## config.mk

```make
export PLATFORM = sky130hd
export DESIGN_NAME = c8x_exec
export DESIGN_NICKNAME = d
export VERILOG_FILES = /design/src/hdl/c8x_idx_cost.v /design/src/hdl/c8x_exec.v
export VERILOG_INCLUDE_DIRS = /design/src /design/src/pkg
export SDC_FILE = /design/constraint.sdc
export NUM_CORES = 1
export LEC_CHECK = 0
export ABC_AREA = 0
export BUFFER_PORTS_ARGS = -buffer_cell sky130_fd_sc_hd__buf_2
export CORE_MARGIN = 4
export CORE_UTILIZATION = 25
export CTS_CLUSTER_SIZE = 12
export DETAILED_ROUTE_END_ITERATION = 6
export SLEW_MARGIN = 10
export SYNTH_ARGS = -nofsm -noshare
export SYNTH_HDL_FRONTEND = slang
export SYNTH_HIERARCHICAL = 1
export SYNTH_SLANG_ARGS = --single-unit
```

## constraint.sdc

```tcl
create_clock -name ref_clk -period 7.55 [get_ports ref_clk]
set_input_delay 0.3775 -clock ref_clk [delete_from_list [all_inputs] [get_ports ref_clk]]
set_output_delay 0.3775 -clock ref_clk [all_outputs]
set_load 0.01 [all_outputs]
```

## src/pkg/c8x_defines.vh

```
// Opcode, flag position, cycle and vector constants for the execute slice.
`ifndef C8X_DEFINES_VH
`define C8X_DEFINES_VH
// ==========================================================
// Opcode pages and opcodes
`define C8X_PAGE2 8'h10
`define C8X_PAGE3 8'h11
`define C8X_OP_PSH_SYS 8'h34
`define C8X_OP_PUL_SYS 8'h35
`define C8X_OP_PSH_USR 8'h36
`define C8X_OP_PUL_USR 8'h37
`define C8X_OP_TRAP 8'h3f
`define C8X_OP_MUL 8'h3d
`define C8X_OP_SEXT 8'h1d
`define C8X_OP_XFER 8'h1f
`define C8X_OP_EXCH 8'h1e
`define C8X_OP_TST_A 8'h4d
`define C8X_OP_TST_B 8'h5d
`define C8X_OP_TST_DIR 8'h0d
`define C8X_OP_TST_IDX 8'h6d
`define C8X_OP_TST_EXT 8'h7d
`define C8X_OP_FLAGS_OR_IMMEDIATE 8'h1a
`define C8X_OP_RTI 8'h3b
`define C8X_OP_SHR_A 8'h44
`define C8X_OP_SHR_B 8'h54
`define C8X_OP_SBC_A 8'h82
`define C8X_OP_SBC_B 8'hc2
`define C8X_OP_LBRN 8'h21
// ==========================================================
// Flag register bit positions
`define C8X_CC_E 7
`define C8X_CC_F 6
`define C8X_CC_H 5
`define C8X_CC_I 4
`define C8X_CC_N 3
`define C8X_CC_Z 2
`define C8X_CC_V 1
`define C8X_CC_C 0
`define C8X_CC_RESET 8'h50
// ==========================================================
// Cycle counts
`define C8X_CYC_STACK 5'h05
`define C8X_CYC_TRAP1 5'h13
`define C8X_CYC_TRAP23 5'h14
`define C8X_CYC_MUL 5'h0b
`define C8X_CYC_SEXT 5'h02
`define C8X_CYC_XFER 5'h06
`define C8X_CYC_EXCH 5'h08
`define C8X_CYC_INH 5'h02
`define C8X_CYC_TST_DIR 5'h06
`define C8X_CYC_TST_IDX 5'h06
`define C8X_CYC_TST_EXT 5'h07
`define C8X_CYC_FLAGS_OR_IMMEDIATE 5'h03
`define C8X_CYC_RTI_S 5'h06
`define C8X_CYC_RTI_L 5'h0f
`define C8X_CYC_LBR 5'h05
`define C8X_CYC_ILL 5'h02
// ==========================================================
// Trap vectors (high byte address) and stack masks: full set, PC only, flags only
`define C8X_VEC_TRAP1 16'hfffa
`define C8X_VEC_TRAP2 16'hfff4
`define C8X_VEC_TRAP3 16'hfff2
`define C8X_MASK_ALL 8'hff
`define C8X_MASK_PC 8'h80
`define C8X_MASK_CC 8'h01
// ==========================================================
// Register codes for transfer and exchange
`define C8X_R_D 4'h0
`define C8X_R_X 4'h1
`define C8X_R_Y 4'h2
`define C8X_R_U 4'h3
`define C8X_R_S 4'h4
`define C8X_R_PC 4'h5
`define C8X_R_A 4'h8
`define C8X_R_B 4'h9
`define C8X_R_CC 4'ha
`define C8X_R_DP 4'hb
`endif

```

## src/hdl/c8x_idx_cost.v

```verilog
// Extra cycles and bytes demanded by an indexed-mode postbyte.
`timescale 1ns/1ps
module c8x_idx_cost (
	// Postbyte in
	input wire [7:0] post,
	// Cost out
	output reg [3:0] extra_cyc,
	output reg [1:0] extra_byt
);
	// ==========================================================
	// Decode
	always @* begin
		extra_cyc = 4'h0;
		extra_byt = 2'h0;
		if (!post[7]) begin
			extra_cyc = 4'h1;
		end else begin
			case (post[3:0])
			4'h0, 4'h2: extra_cyc = 4'h2;
			4'h1, 4'h3: extra_cyc = 4'h3;
			4'h4: extra_cyc = 4'h0;
			4'h5, 4'h6: extra_cyc = 4'h1;
			4'h8: begin
				extra_cyc = 4'h1;
				extra_byt = 2'h1;
			end
			4'h9: begin
				extra_cyc = 4'h4;
				extra_byt = 2'h2;
			end
			4'hb: extra_cyc = 4'h4;
			4'hc: begin
				extra_cyc = 4'h1;
				extra_byt = 2'h1;
			end
			4'hd: begin
				extra_cyc = 4'h5;
				extra_byt = 2'h2;
			end
			4'hf: begin
				extra_cyc = 4'h2;
				extra_byt = 2'h2;
			end
			default: extra_cyc = 4'h0;
			endcase
			// Indirection costs three more cycles.
			if (post[4])
				extra_cyc = extra_cyc + 4'h3;
		end
	end
endmodule // c8x_idx_cost

```

## src/hdl/c8x_exec.v

```verilog
// Execute slice: stack, trap, multiply, transfer, test and flag ops.
// What this block does
// [RULE1] Push opcodes store selected registers to stack.
// [RULE2] Pull opcodes restore selected registers from stack.
// [RULE3] Stack ops take five plus one per byte.
// [RULE4] First trap masks both; others leave masks.
// [RULE5] Multiply unsigned, carry from bit seven, eleven.
// [RULE6] Sign extend fills high, sets N Z, two.
// [RULE7] Transfer and exchange need equal register widths.
// [RULE8] Eight-bit set: accumulators, flags, direct page.
// [RULE9] Sixteen-bit set: index, stacks, D, PC.
// [RULE10] Test sets N Z, clears V, unchanged.
// [RULE11] Long branch: five not taken, six taken.
// [RULE12] Indexed forms add postbyte extra cycles.
// [RULE13] Subtract with borrow leaves half-carry undefined.
// [RULE14] Return and flag OR set flags directly.
// [RULE15] Prefix bytes select second and third page.
// [RULE16] Traps stack entire register set first.
// [RULE17] Logical shift right: zero in, carry out.
`timescale 1ns/1ps
`include "c8x_defines.vh"
module c8x_exec (
	// Clock and reset
	input wire ref_clk,
	input wire rst,
	// Instruction issue
	input wire ins_valid,
	output wire ins_ready,
	input wire [7:0] ins_op0,
	input wire [7:0] ins_op1,
	input wire [7:0] ins_post,
	input wire [7:0] ins_mem_data,
	input wire ins_taken,
	// Completion
	output reg done_r,
	output reg illegal_r,
	output reg [4:0] cycles_r,
	// Stack memory port, read data valid in the same cycle
	output reg [15:0] mem_addr,
	output reg [7:0] mem_wdata,
	output reg mem_we,
	output reg mem_re,
	input wire [7:0] mem_rdata,
	// Programming model
	output reg [7:0] acc_a_r,
	output reg [7:0] acc_b_r,
	output reg [15:0] idx_x_r,
	output reg [15:0] idx_y_r,
	output reg [15:0] usp_r,
	output reg [15:0] ssp_r,
	output reg [15:0] pc_r,
	output reg [7:0] direct_page_base_r,
	output reg [7:0] flag_register_r
);
	localparam ST_IDLE = 2'd0;
	localparam ST_STACK = 2'd1;
	localparam ST_VEC = 2'd2;
	localparam ST_WAIT = 2'd3;

	reg [1:0] state_r;
	reg [4:0] cnt_r;
	reg [7:0] mask_r;
	reg half_r;
	reg push_r;
	reg use_u_r;
	reg is_rti_r;
	reg vec_lo_r;
	reg [15:0] vec_r;
	reg [7:0] post_r;
	wire [3:0] idx_cyc;
	wire [1:0] idx_byt;

	c8x_idx_cost u_cost (
		.post(ins_post),
		.extra_cyc(idx_cyc),
		.extra_byt(idx_byt)
	);

	assign ins_ready = (state_r == ST_IDLE);

	// ==========================================================
	// Register code helpers
	function is16;
		input [3:0] c;
		begin
			is16 = !c[3] && (c <= `C8X_R_PC);
		end
	endfunction

	function valid_code;
		input [3:0] c;
		begin
			valid_code = is16(c) || (c[3] && (c <= `C8X_R_DP));
		end
	endfunction

	function [3:0] count_ones;
		input [7:0] m;
		integer i;
		begin
			count_ones = 4'h0;
			for (i = 0; i < 8; i = i + 1) begin
				if (m[i])
					count_ones = count_ones + (i >= 4 ? 4'h2 : 4'h1);
			end
		end
	endfunction

	// ==========================================================
	// Read side of the programming model
	reg [15:0] rd_src;
	reg [15:0] rd_dst;
	always @* begin
		rd_src = 16'h0000;
		rd_dst = 16'h0000;
		case (ins_post[7:4])
		`C8X_R_D: rd_src = {acc_a_r, acc_b_r};
		`C8X_R_X: rd_src = idx_x_r;
		`C8X_R_Y: rd_src = idx_y_r;
		`C8X_R_U: rd_src = usp_r;
		`C8X_R_S: rd_src = ssp_r;
		`C8X_R_PC: rd_src = pc_r;
		`C8X_R_A: rd_src = {8'hff, acc_a_r};
		`C8X_R_B: rd_src = {8'hff, acc_b_r};
		`C8X_R_CC: rd_src = {8'hff, flag_register_r};
		`C8X_R_DP: rd_src = {8'hff, direct_page_base_r};
		default: rd_src = 16'hffff;
		endcase
		case (ins_post[3:0])
		`C8X_R_D: rd_dst = {acc_a_r, acc_b_r};
		`C8X_R_X: rd_dst = idx_x_r;
		`C8X_R_Y: rd_dst = idx_y_r;
		`C8X_R_U: rd_dst = usp_r;
		`C8X_R_S: rd_dst = ssp_r;
		`C8X_R_PC: rd_dst = pc_r;
		`C8X_R_A: rd_dst = {8'hff, acc_a_r};
		`C8X_R_B: rd_dst = {8'hff, acc_b_r};
		`C8X_R_CC: rd_dst = {8'hff, flag_register_r};
		`C8X_R_DP: rd_dst = {8'hff, direct_page_base_r};
		default: rd_dst = 16'hffff;
		endcase
	end

	// ==========================================================
	// Stack step: next register bit and the byte it moves
	reg [2:0] sbit;
	reg [15:0] sval;
	reg [15:0] sp_cur;
	reg [7:0] sbyte;
	reg wide;
	integer k;
	always @* begin
		sbit = 3'd0;
		for (k = 0; k < 8; k = k + 1) begin
			if (push_r ? (mask_r[k] && sbit == 3'd0) || mask_r[k]
			    : mask_r[7 - k])
				sbit = push_r ? k[2:0] : 3'd7 - k[2:0];
		end
		sp_cur = use_u_r ? usp_r : ssp_r;
		wide = sbit[2];
		case (sbit)
		3'd0: sval = {8'h00, flag_register_r};
		3'd1: sval = {8'h00, acc_a_r};
		3'd2: sval = {8'h00, acc_b_r};
		3'd3: sval = {8'h00, direct_page_base_r};
		3'd4: sval = idx_x_r;
		3'd5: sval = idx_y_r;
		3'd6: sval = use_u_r ? ssp_r : usp_r;
		default: sval = pc_r;
		endcase
		// Wide pushes go low byte first; half_r marks the second byte.
		sbyte = (wide && !half_r) ? sval[7:0] : (wide ? sval[15:8] :
		    sval[7:0]);
		mem_addr = 16'h0000;
		mem_wdata = 8'h00;
		mem_we = 1'b0;
		mem_re = 1'b0;
		if (state_r == ST_STACK) begin
			mem_addr = push_r ? sp_cur - 16'h0001 : sp_cur;
			mem_wdata = sbyte;
			mem_we = push_r;
			mem_re = !push_r;
		end else if (state_r == ST_VEC) begin
			mem_addr = vec_lo_r ? vec_r + 16'h0001 : vec_r;
			mem_re = 1'b1;
		end
	end

	// ==========================================================
	// Decode of the issued instruction
	// [RULE15] page prefixes
	wire pg2 = (ins_op0 == `C8X_PAGE2);
	wire pg3 = (ins_op0 == `C8X_PAGE3);
	wire [7:0] opc = (pg2 || pg3) ? ins_op1 : ins_op0;
	wire [7:0] sbc_src = (opc == `C8X_OP_SBC_A) ? acc_a_r : acc_b_r;
	wire [8:0] sbc_res = {1'b0, sbc_src} - {1'b0, ins_post} -
	    {8'h00, flag_register_r[`C8X_CC_C]};
	wire [15:0] prod = acc_a_r * acc_b_r;
	wire [7:0] tst_v = (opc == `C8X_OP_TST_A) ? acc_a_r :
	    (opc == `C8X_OP_TST_B) ? acc_b_r : ins_mem_data;
	wire [7:0] shr_v = ((opc == `C8X_OP_SHR_A) ? acc_a_r : acc_b_r) >> 1;

	// ==========================================================
	// Sequencer and programming model
	always @(posedge ref_clk or posedge rst) begin
		if (rst) begin
			state_r <= ST_IDLE;
			cnt_r <= 5'h00;
			cycles_r <= 5'h00;
			mask_r <= 8'h00;
			half_r <= 1'b0;
			push_r <= 1'b0;
			use_u_r <= 1'b0;
			is_rti_r <= 1'b0;
			vec_lo_r <= 1'b0;
			vec_r <= 16'h0000;
			post_r <= 8'h00;
			done_r <= 1'b0;
			illegal_r <= 1'b0;
			acc_a_r <= 8'h00;
			acc_b_r <= 8'h00;
			idx_x_r <= 16'h0000;
			idx_y_r <= 16'h0000;
			usp_r <= 16'h0000;
			ssp_r <= 16'h0000;
			pc_r <= 16'h0000;
			direct_page_base_r <= 8'h00;
			flag_register_r <= `C8X_CC_RESET;
		end else begin
			done_r <= 1'b0;
			cnt_r <= cnt_r + 5'h01;
			case (state_r)
			ST_IDLE: begin
				cnt_r <= 5'h01;
				if (ins_valid) begin
					illegal_r <= 1'b0;
					state_r <= ST_WAIT;
					half_r <= 1'b0;
					is_rti_r <= 1'b0;
					post_r <= ins_post;
					cycles_r <= `C8X_CYC_ILL;
					if (pg2 && opc[7:4] == 4'h2) begin
						// [RULE11] five or six cycles
						cycles_r <= `C8X_CYC_LBR + {4'h0,
						    ins_taken && opc != `C8X_OP_LBRN};
					end else if (opc == `C8X_OP_TRAP) begin
						// [RULE16] stack whole set
						mask_r <= `C8X_MASK_ALL;
						// Traps carry no postbyte; mark the full set instead.
						post_r <= `C8X_MASK_ALL;
						push_r <= 1'b1;
						use_u_r <= 1'b0;
						state_r <= ST_STACK;
						flag_register_r[`C8X_CC_E] <= 1'b1;
						vec_r <= pg2 ? `C8X_VEC_TRAP2 : pg3 ?
						    `C8X_VEC_TRAP3 : `C8X_VEC_TRAP1;
						cycles_r <= (pg2 || pg3) ?
						    `C8X_CYC_TRAP23 : `C8X_CYC_TRAP1;
					end else if (pg2 || pg3) begin
						illegal_r <= 1'b1;
					end else begin
						case (opc)
						`C8X_OP_PSH_SYS, `C8X_OP_PSH_USR,
						`C8X_OP_PUL_SYS, `C8X_OP_PUL_USR: begin
							// [RULE1] [RULE2] own stack
							mask_r <= ins_post;
							push_r <= !opc[0];
							use_u_r <= opc[1];
							state_r <= ST_STACK;
							// [RULE3] base plus bytes
							cycles_r <= `C8X_CYC_STACK +
							    {1'b0, count_ones(ins_post)};
						end
						`C8X_OP_RTI: begin
							mask_r <= `C8X_MASK_CC;
							push_r <= 1'b0;
							use_u_r <= 1'b0;
							is_rti_r <= 1'b1;
							state_r <= ST_STACK;
							cycles_r <= `C8X_CYC_RTI_S;
						end
						`C8X_OP_MUL: begin
							// [RULE5] unsigned product
							acc_a_r <= prod[15:8];
							acc_b_r <= prod[7:0];
							flag_register_r[`C8X_CC_Z] <= prod == 16'h0;
							flag_register_r[`C8X_CC_C] <= prod[7];
							cycles_r <= `C8X_CYC_MUL;
						end
						`C8X_OP_SEXT: begin
							// [RULE6] replicate sign bit
							acc_a_r <= {8{acc_b_r[7]}};
							flag_register_r[`C8X_CC_N] <= acc_b_r[7];
							flag_register_r[`C8X_CC_Z] <= acc_b_r == 8'h0;
							flag_register_r[`C8X_CC_V] <= 1'b0;
							cycles_r <= `C8X_CYC_SEXT;
						end
						`C8X_OP_XFER, `C8X_OP_EXCH: begin
							cycles_r <= opc[0] ? `C8X_CYC_XFER :
							    `C8X_CYC_EXCH;
							// [RULE7] [RULE8] [RULE9] width match
							if (!valid_code(ins_post[7:4]) ||
							    !valid_code(ins_post[3:0]) ||
							    is16(ins_post[7:4]) !=
							    is16(ins_post[3:0])) begin
								illegal_r <= 1'b1;
							end else begin
								wr_reg(ins_post[3:0], rd_src);
								if (!opc[0])
									wr_reg(ins_post[7:4], rd_dst);
							end
						end
						`C8X_OP_TST_A, `C8X_OP_TST_B, `C8X_OP_TST_DIR,
						`C8X_OP_TST_IDX, `C8X_OP_TST_EXT: begin
							// [RULE10] flags only
							flag_register_r[`C8X_CC_N] <= tst_v[7];
							flag_register_r[`C8X_CC_Z] <= tst_v == 8'h0;
							flag_register_r[`C8X_CC_V] <= 1'b0;
							cycles_r <= (opc == `C8X_OP_TST_DIR) ?
							    `C8X_CYC_TST_DIR :
							    (opc == `C8X_OP_TST_EXT) ?
							    `C8X_CYC_TST_EXT :
							    (opc == `C8X_OP_TST_IDX) ?
							    // [RULE12] indexed extra
							    `C8X_CYC_TST_IDX + {1'b0, idx_cyc} :
							    `C8X_CYC_INH;
						end
						`C8X_OP_FLAGS_OR_IMMEDIATE: begin
							// [RULE14] direct flag set
							flag_register_r <= flag_register_r | ins_post;
							cycles_r <= `C8X_CYC_FLAGS_OR_IMMEDIATE;
						end
						`C8X_OP_SHR_A, `C8X_OP_SHR_B: begin
							// [RULE17] zero in, bit0 out
							if (opc == `C8X_OP_SHR_A)
								acc_a_r <= shr_v;
							else
								acc_b_r <= shr_v;
							flag_register_r[`C8X_CC_C] <= opc[4] ?
							    acc_b_r[0] : acc_a_r[0];
							flag_register_r[`C8X_CC_N] <= 1'b0;
							flag_register_r[`C8X_CC_Z] <= shr_v == 8'h0;
							cycles_r <= `C8X_CYC_INH;
						end
						`C8X_OP_SBC_A, `C8X_OP_SBC_B: begin
							// [RULE13] half-carry left as is
							if (opc == `C8X_OP_SBC_A)
								acc_a_r <= sbc_res[7:0];
							else
								acc_b_r <= sbc_res[7:0];
							flag_register_r[`C8X_CC_N] <= sbc_res[7];
							flag_register_r[`C8X_CC_Z] <=
							    sbc_res[7:0] == 8'h0;
							flag_register_r[`C8X_CC_V] <=
							    (sbc_src[7] ^ ins_post[7]) &
							    (sbc_src[7] ^ sbc_res[7]);
							flag_register_r[`C8X_CC_C] <= sbc_res[8];
							cycles_r <= `C8X_CYC_INH;
						end
						default: illegal_r <= 1'b1;
						endcase
					end
				end
			end
			ST_STACK: begin
				if (push_r) begin
					if (use_u_r)
						usp_r <= usp_r - 16'h0001;
					else
						ssp_r <= ssp_r - 16'h0001;
				end else begin
					if (use_u_r)
						usp_r <= usp_r + 16'h0001;
					else
						ssp_r <= ssp_r + 16'h0001;
					pull_byte(sbit, half_r, mem_rdata);
				end
				if (wide && !half_r) begin
					half_r <= 1'b1;
				end else begin
					half_r <= 1'b0;
					mask_r[sbit] <= 1'b0;
					if (mask_r == (8'h01 << sbit)) begin
						// [RULE14] restored flags decide length
						if (is_rti_r && sbit == 3'd0) begin
							mask_r <= mem_rdata[`C8X_CC_E] ?
							    8'hfe : `C8X_MASK_PC;
							cycles_r <= mem_rdata[`C8X_CC_E] ?
							    `C8X_CYC_RTI_L : `C8X_CYC_RTI_S;
						end else if (push_r && mask_r == 8'h01 &&
						    post_r == `C8X_MASK_ALL && !use_u_r &&
						    vec_r != 16'h0000) begin
							state_r <= ST_VEC;
							vec_lo_r <= 1'b0;
							// [RULE4] only first trap masks
							if (vec_r == `C8X_VEC_TRAP1) begin
								flag_register_r[`C8X_CC_I] <= 1'b1;
								flag_register_r[`C8X_CC_F] <= 1'b1;
							end
						end else begin
							state_r <= ST_WAIT;
						end
					end
				end
			end
			ST_VEC: begin
				vec_lo_r <= 1'b1;
				if (vec_lo_r) begin
					pc_r[7:0] <= mem_rdata;
					vec_r <= 16'h0000;
					state_r <= ST_WAIT;
				end else begin
					pc_r[15:8] <= mem_rdata;
				end
			end
			default: begin
				if (cnt_r >= cycles_r) begin
					done_r <= 1'b1;
					vec_r <= 16'h0000;
					state_r <= ST_IDLE;
				end
			end
			endcase
		end
	end

	// ==========================================================
	// Write helpers for the programming model
	task wr_reg;
		input [3:0] c;
		input [15:0] v;
		begin
			case (c)
			`C8X_R_D: begin
				acc_a_r <= v[15:8];
				acc_b_r <= v[7:0];
			end
			`C8X_R_X: idx_x_r <= v;
			`C8X_R_Y: idx_y_r <= v;
			`C8X_R_U: usp_r <= v;
			`C8X_R_S: ssp_r <= v;
			`C8X_R_PC: pc_r <= v;
			`C8X_R_A: acc_a_r <= v[7:0];
			`C8X_R_B: acc_b_r <= v[7:0];
			`C8X_R_CC: flag_register_r <= v[7:0];
			`C8X_R_DP: direct_page_base_r <= v[7:0];
			default: acc_a_r <= acc_a_r;
			endcase
		end
	endtask

	// Pulls come high byte first for wide registers.
	task pull_byte;
		input [2:0] b;
		input lo;
		input [7:0] d;
		begin
			case (b)
			3'd0: flag_register_r <= d;
			3'd1: acc_a_r <= d;
			3'd2: acc_b_r <= d;
			3'd3: direct_page_base_r <= d;
			3'd4: if (lo) idx_x_r[7:0] <= d; else idx_x_r[15:8] <= d;
			3'd5: if (lo) idx_y_r[7:0] <= d; else idx_y_r[15:8] <= d;
			3'd6: begin
				if (use_u_r) begin
					if (lo) ssp_r[7:0] <= d; else ssp_r[15:8] <= d;
				end else begin
					if (lo) usp_r[7:0] <= d; else usp_r[15:8] <= d;
				end
			end
			default: if (lo) pc_r[7:0] <= d; else pc_r[15:8] <= d;
			endcase
		end
	endtask
endmodule // c8x_exec

```

# == Yosys cells after proc, flatten, opt, wreduce, memory -nomap -nowiden ==
# Index checks and enable logic that the tools add are counted.
# totals
out_inout_bits,146
ff_bits,163
inputBits,44
# classes
n_mux,321
n_eq_ne,103
mul,1
bitwise,8
shifts,1
reduce_logical,106
order_cmp,7
addsub,20
# ops
op,count
2-to-1 mux 16 bit,72
2-to-1 mux 8 bit,67
case mux 16 bit (10 select lines),2
2-to-1 mux 4 bit,62
case mux 16 bit (2 select lines),4
case mux 16 bit (7 select lines),1
case mux 8 bit (2 select lines),7
case mux 16 bit (3 select lines),2
"== test 8 x 6 -> 1 bit, second input constant",7
2-to-1 mux 5 bit,11
AND reduction 9 bit,6
2-to-1 mux 3 bit,17
"adder 16 x 1 -> 16 bit, second input constant",3
"== test 8 x 5 -> 1 bit, second input constant",6
"== test 8 x 7 -> 1 bit, second input constant",6
"subtractor 16 x 1 -> 16 bit, second input constant",3
2-to-1 mux 1 bit,46
"== test 4 bit, second input constant",11
case mux 8 bit (5 select lines),1
AND reduction 10 bit,4
AND reduction 11 bit,3
zero test 8 bit,4
case mux 8 bit (4 select lines),1
case mux 5 bit (6 select lines),1
other kinds (85),220

# == Depth between registers and ports, before layout ==
# Gate-level depths: netlist of the first run.
# depth
word_depth,74
mapped_depth,24
depth_no_buf,24

# == By module ==
# The synthesis of the first run kept the hierarchy.
# by_module_without_submodules
mod,n_inst,area_per_inst_um2,cells_per_inst,seq_area_each_um2
c8x_exec,1,20589.7,2830,3781.1
c8x_idx_cost,1,170.2,25,0.0

# == Least setup slack after synthesis of the first run ==
# OpenSTA, ideal clock, no wires.
# synth_path
path_kind,register -> register
startpoint,reg acc_a_r[5]
endpoint,reg flag_register_r[2]
path_buffers,2
slack_ns,2.483
arrival_time_ns,4.991
stages_incl_launch_ff,17
path_cell_list,dfrtp_1 clkbuf_1 clkbuf_1 nand2_1 fa_1 fa_1 fa_1 fa_1 inv_1 ha_1 or3_1 o31ai_1 o21ai_0 xor2_1 or4_1 o31a_1 o21ai_1
# synth_between
elab_chain_len,10
elab_cells_between_ends,16
# synth_lines
element,line,rtl
from (decl),c8x_exec.v:45,"output reg [7:0] acc_a_r,"
from (signal assigned),c8x_exec.v:284,acc_a_r <= prod[15:8];
from (signal assigned),c8x_exec.v:292,acc_a_r <= {8{acc_b_r[7]}};
from (signal assigned),c8x_exec.v:336,acc_a_r <= shr_v;
2-to-1 mux 8 bit,c8x_exec.v:195,wire [7:0] sbc_src = (opc == `C8X_OP_SBC_A) ? acc_a_r : acc_b_r;
subtractor 8 x 8 -> 9 bit,c8x_exec.v:196,"wire [8:0] sbc_res = {1'b0, sbc_src} - {1'b0, ins_post} -"
subtractor 9 x 1 -> 9 bit,c8x_exec.v:196,
zero test 8 bit,c8x_exec.v:353,sbc_res[7:0] == 8'h0;
case mux 1 bit (7 select lines) *,c8x_exec.v:262,case (opc)
2-to-1 mux 8 bit *,c8x_exec.v:259,end else if (pg2 || pg3) begin
2-to-1 mux 7 bit *,c8x_exec.v:246,end else if (opc == `C8X_OP_TRAP) begin
2-to-1 mux 8 bit *,c8x_exec.v:242,if (pg2 && opc[7:4] == 4'h2) begin
2-to-1 mux 8 bit *,c8x_exec.v:235,if (ins_valid) begin
case mux 8 bit (2 select lines) *,c8x_exec.v:232,case (state_r)
to (signal assigned),c8x_exec.v:228,flag_register_r <= `C8X_CC_RESET;
"to (signal, indexed assignment)",c8x_exec.v:287,flag_register_r[`C8X_CC_C] <= prod[7];
"to (signal, indexed assignment)",c8x_exec.v:293,flag_register_r[`C8X_CC_N] <= acc_b_r[7];
to (decl),c8x_exec.v:53,output reg [7:0] flag_register_r
# Every way passes the cells marked *; elsewhere a longest branch is shown, timed or not. The select of a mux whose other input is x is not followed.
# A chain may end at the register's enable or synchronous reset.

# == Final worst setup path of the first run ==
# layout_path
startpoint,in ins_op0[7]
endpoint,reg flag_register_r[0]
# layout_between
elab_chain_len,13
elab_cells_between_ends,36
# layout_lines
element,line,rtl
from (decl),c8x_exec.v:29,"input wire [7:0] ins_op0,"
== test 8 x 5 -> 1 bit (no source line),--,
logical OR 1 bit,"c8x_exec.v:194, c8x_exec.v:259",
2-to-1 mux 8 bit,c8x_exec.v:194,wire [7:0] opc = (pg2 || pg3) ? ins_op1 : ins_op0;
== test 8 bit,c8x_exec.v:262,
2-to-1 mux 8 bit,c8x_exec.v:195,
subtractor 8 x 8 -> 9 bit,c8x_exec.v:196,
subtractor 9 x 1 -> 9 bit,c8x_exec.v:196,
case mux 1 bit (5 select lines),c8x_exec.v:262,
2-to-1 mux 8 bit,c8x_exec.v:259,
2-to-1 mux 7 bit,c8x_exec.v:246,
2-to-1 mux 8 bit,c8x_exec.v:242,
2-to-1 mux 8 bit,c8x_exec.v:235,
case mux 8 bit (2 select lines),c8x_exec.v:232,
# Parallel ways exist; a longest one is shown, timed or not. The select of a mux whose other input is x is not followed.

==> impl_metrics.toml, run 1 <==
[run_status]
outcome = "finished, violations left"
violations = "DRC"

[global_routing]
grt_pass1_wl_mm = 156
overflow = 0
grt_max_degree = 68
antenna_found_initial = 1
grtUsageTotal_pct = 23.9
grt_pass1_vias = 22400

[drt]
drt_iter0_drc = 4009
top_layer = "met4"
wl_per_cell_um = 27.4
drt_first_pass_iters = 7
route.detailed.drc = 1
met2_length_mm = 46.1
wl_met3_mm = 14.5
routed_via_density = 6.13
m1WireLength_mm = 40.4
drt-total-wl_mm = 108
route.vias.total = 24300
detail-route-antenna-nets = 0

[synthesis]
synth_fp_nets = 3011
avgSynthCellArea_um2 = 7.27
syn_area_um2 = 20700
yosysWarningCount = 6
postSynthCellCount = 2852

[sta]
max_freq_mhz = 179
fin_crit_ps = 5570
tightest_slew_ps = 1320
finalSetupTns_ps = 0
setup_viol = 0
rsz0062_at_grt = "no"
skew_ps = 13.3
slew-limit-headroom_pct = 11.5
drv_slew = 0
post-route-period-util_pct = 73.8
hold_viol_final = 0

[power]
ir_drop_mv = 0.439
leakagePower_nw = 9.44
powerDensity_nw_per_um2 = 524

[critical_path]
end_kind = "flop"
cp.required_ps = 7910
cp-start-kind = "input pin"
crit_type = "input pin to flop"
cp_max_fo = 17
cp.arrival_ps = 5930

[floorplanning]
num_rows = 105
die_h_um = 296
core_area_um2 = 82100
ios = 190
initial_core_util_pct = 25.3
dieArea_um2 = 87600
die_w_um = 296

[cts]
clock_path_buffers = 2
cts_inserted_buffers = 17
clock-sinks = 151
clock_latency_ps = 490
cts_tree = "done"
htree_levels = 4
clockRootBuffer = "clkbuf_16"
postCtsSetupRepairBufs = 0
clk_pin_slew_worst_paths_ps = 70

[finish]
drive_above_1_share_pct = 15.4
syn_to_final_growth_pct = 12.3
fin_util_pct = 28.4
nNetsFinal = 3038

[placement]
port_buffers = 189
place_hpwl_mm = 79.0
gp_congestion = 1.08

[run]
drv_cap = 0

[min_path]
hold_class = "input pin to flop"
registers in the layout (all words and copies together) (netlist names), 2 cells and up:
signal,flops
cycles_r,5
state_r,2
acc_a_r,8
post_r,8
idx_y_r,16
pc_r,16
usp_r,16
flag_register_r,8
mask_r,8
acc_b_r,8
cnt_r,5
ssp_r,16
direct_page_base_r,8
vec_r,4
idx_x_r,16
critical path, stage by stage:
cell and delay, ps:
buf_2 160, or4_4 680, o41a_1 520, and4bb_1 760, nand2_1 460, mux2_2 420, fa_1 410, fa_1 410
nand2b_1 160, a21oi_1 210, o21ai_0 190, a21o_1 220, a21oi_1 180, xor2_1 90, a2111o_1 410, a32oi_1 170
a21oi_1 90
cell type report:
type / count / area, um^2
fill: 8887 / 58800
antenna: 1 / 2.50
multi-input combinational: 2311 / 15500
tap: 1070 / 1340
timing repair buffer: 270 / 1560
clock buffer: 21 / 450
sequential: 151 / 3790
clock inverter: 11 / 149
inverter: 128 / 485
layout by cell type, fill, tap and decap left out, types with 75 or more instances in the layout:
cell,count
a211oi_1,75
a21oi_1,212
buf_2,189
buf_4,80
dfrtp_1,147
ha_1,76
inv_1,122
mux2i_1,94
nand2_1,324
nand3_1,81
nor2_1,258
o21ai_0,215
repair_timing:
item,4_1_cts,5_1_grt
hold buffers,1,0
endpoints found under the hold margin,30,0
resized for setup,0,0
where the power goes:
group          internal, W  switching, W  leakage, nW
logic              0.00341       0.00567         7.32
clock network     0.000529      0.000406        0.284
registers          0.00118       0.00101         1.84
path summary, 6_finish.rpt:
path	startpoint	to	slack [ps]	cells past startpoint
worst min register to register	post_r[0]	post_r[0]	490	2
worst max register to register	acc_b_r[4]	flag_register_r[2]	2100	18
min in group asynchronous	rst	cycles_r[1]	430	3
max in group asynchronous	rst	idx_x_r[15]	5800	4
worst max-delay path	ins_op0[7]	flag_register_r[0]	1980	17
worst min-delay path	ins_op0[0]	push_r	300	2
stage by stage:
stage                     power, W  cells  area, um^2  hold WS [ps]  setup WS [ps]
after global routing        0.0130   3962       23300           309           1700
final                       0.0122   3963       23300           303           1980
after global placement      0.0109   3929       22700           397           1510
after floorplan            0.00785   2852       20700           440           2480
after detailed placement    0.0110   3929       22700           395           1550
after CTS                   0.0120   3962       23300           276           1990
metal layers:
| metal | up-vias | track usage [%] |
|---|---|---|
| li1 | 10500 | - |
| met1 | 11400 | 29.3 |
| met2 | 1834 | 36.4 |
| met3 | 486 | 8.46 |
| met4 | 0 | 13.3 |
| met5 | - | 0.217 |
(Power assumes the default switching activity.)
==> run 2: changes to the inputs <==
clock period = 5.6 ns   (was 7.55 ns; I/O delays follow)
==> run 2 against run 1 <==
The flow finishes with violations (hold timing); first-iteration DRC count down 5.9%; core utilization up 0.32 points; design area is 1.1% higher; highest routed layer unchanged; sequential share of layout area shrank 0.18 points; critical path type is now flop to flop; sequential power grew 35%; critical path depth rose by 1; power rose by 35%; register-to-register slack lost 1700 ps; non-clock buffer count is 33 higher; count of clock-buffer cells in the layout fell by 3.
==> impl_metrics.toml, run 2 (same netlist as run 1, synthesis figures left out) <==
[drt]
route.vias.total = 24400
detail-route-antenna-nets = 0
drt_iter0_drc = 3773
drt-total-wl_mm = 112
route.detailed.drc = 0
wl_per_cell_um = 28.1
drt_first_pass_iters = 7
routed_via_density = 6.09

[finish]
nNetsFinal = 3071
final_area_um2 = 23500
final_cell_mix = "nand2_1 (324), nor2_1 (258), o21ai_0 (215)"
layout_commonest_cell = "nand2_1"
drive_above_1_share_pct = 16.4
fin_util_pct = 28.7
fillers = 8856
syn_to_final_growth_pct = 13.5

[critical_path]
rr_startpoint = "acc_a_r[3]"
reg2reg_slack_ps = 440
cp.required_ps = 6010
cp-start-kind = "flop"
crit_type = "flop to flop"
rr_worst_depth = 18
cp_max_fo = 11
worstReg2RegEnd = "flag_register_r[2]"
cp.arrival_ps = 5570
end_kind = "flop"

[floorplanning]
die_w_um = 296
initial_core_util_pct = 25.3
ios = 190
dieArea_um2 = 87600
num_rows = 105
die_h_um = 296
core_area_um2 = 82100

[power]
powerDensity_nw_per_um2 = 701
ir_drop_mv = 0.580
leakagePower_nw = 9.61

[sta]
slew-limit-headroom_pct = 13.0
setup_viol = 0
post-route-period-util_pct = 92.1
finalSetupTns_ps = 0
tightest_slew_ps = 1290
max_freq_mhz = 194
skew_ps = 19.4
holdWs_ps = -23.5
drv_slew = 0
hold_viol_final = 27
setup_ws_ps = 440
rsz0062_at_grt = "no"
fin_crit_ps = 5160

[cts]
ctsHoldBuffers = 0
clk_pin_slew_worst_paths_ps = 80
clock_latency_ps = 490
postCtsSetupRepairBufs = 0
clock_path_buffers = 2
cts_resized = 0
clockRootBuffer = "clkbuf_16"
cts_inserted_buffers = 17
cts_tree = "done"
htree_levels = 4
clock-sinks = 151

[global_routing]
antenna_found_initial = 4
grt_pass1_vias = 22600
grt_max_degree = 83
grtUsageTotal_pct = 24.8
grt_pass1_wl_mm = 161
overflow = 0

[run_status]
violations = "hold timing"
outcome = "finished, violations left"

[placement]
dp_slack_ps = 329
port_buffers = 189
place_area_um2 = 22900
gp_congestion = 1.04
place_hpwl_mm = 82.9

[min_path]
hold_class = "input pin to asynchronous set/reset pin"

[run]
drv_cap = 0
[run 2: cell types whose count changed in the layout (fill, tap and decap cells not counted), moves of 2 or more]
cell | before | now
a2111oi_2 | 2 | 4
a2111oi_4 | 5 | 3
buf_4 | 80 | 113
clkbuf_1 | 3 | 0
clkinv_2 | 2 | 0
diode_2 | 1 | 4
inv_6 | 2 | 4
inv_8 | 0 | 3
[run 2: stage by stage]
| step | total power (W) | instances |
|---|---|---|
| floorplan | 0.0106 | 2852 |
| global placement | 0.0148 | 3963 |
| detailed placement | 0.0149 | 3963 |
| CTS | 0.0162 | 3995 |
| global route | 0.0178 | 3996 |
| finish | 0.0165 | 3999 |
[run 2: metal layers]
layer / track usage, % / wire, um / share of wire (%)
met5: 0 / 0 / 0
met4: 15.0 / 7970 / 7.1
met2: 37.5 / 47800 / 43
met1: 31.3 / 43500 / 39
met3: 7.04 / 13200 / 12
[run 2: report_power, final]
| part | internal (W) | switching, W |
|---|---|---|
| sequential | 0.00159 | 0.00137 |
| combinational | 0.00463 | 0.00759 |
| clock | 0.000726 | 0.000591 |
| total | 0.00695 | 0.00955 |
[run 2: area by class of cell]
type | instances | area, um^2 | area share [%]
multi-input combinational | 2311 | 15500 | 65.8
clock inverter | 14 | 189 | 0.802
antenna | 4 | 10.0 | 0.0425
inverter | 128 | 485 | 2.06
timing repair buffer | 303 | 1810 | 7.70
clock buffer | 18 | 439 | 1.86
sequential | 151 | 3790 | 16.1
tap | 1070 | 1340 | 5.69
[run 2: how the worst max path moves through the flow]
stage	startpoint	slack (ps)	cells after the start	end
after floorplan	acc_a_r[5]	530	16	flag_register_r[2]
after global placement	ins_post[0]	370	23	cycles_r[3]
after detailed placement	ins_post[0]	330	23	cycles_r[3]
after CTS	acc_a_r[3]	450	18	flag_register_r[2]
after global routing	acc_a_r[3]	140	18	flag_register_r[2]
final	acc_a_r[3]	440	18	flag_register_r[2]
[run 2: worst max-delay path, cell delays in order (launching register included)]
cell and delay (ps):
dfrtp_1 700, nand2_1 160, fa_1 430, inv_1 70, fa_1 400, inv_1 90, fa_1 410, fa_1 490
inv_1 40, ha_1 330, or2_2 290, o31a_1 130, xnor2_1 330, nand3_1 130, nor3_1 160, nand3_1 90
or4_1 440, o31a_1 260, o21ai_1 130
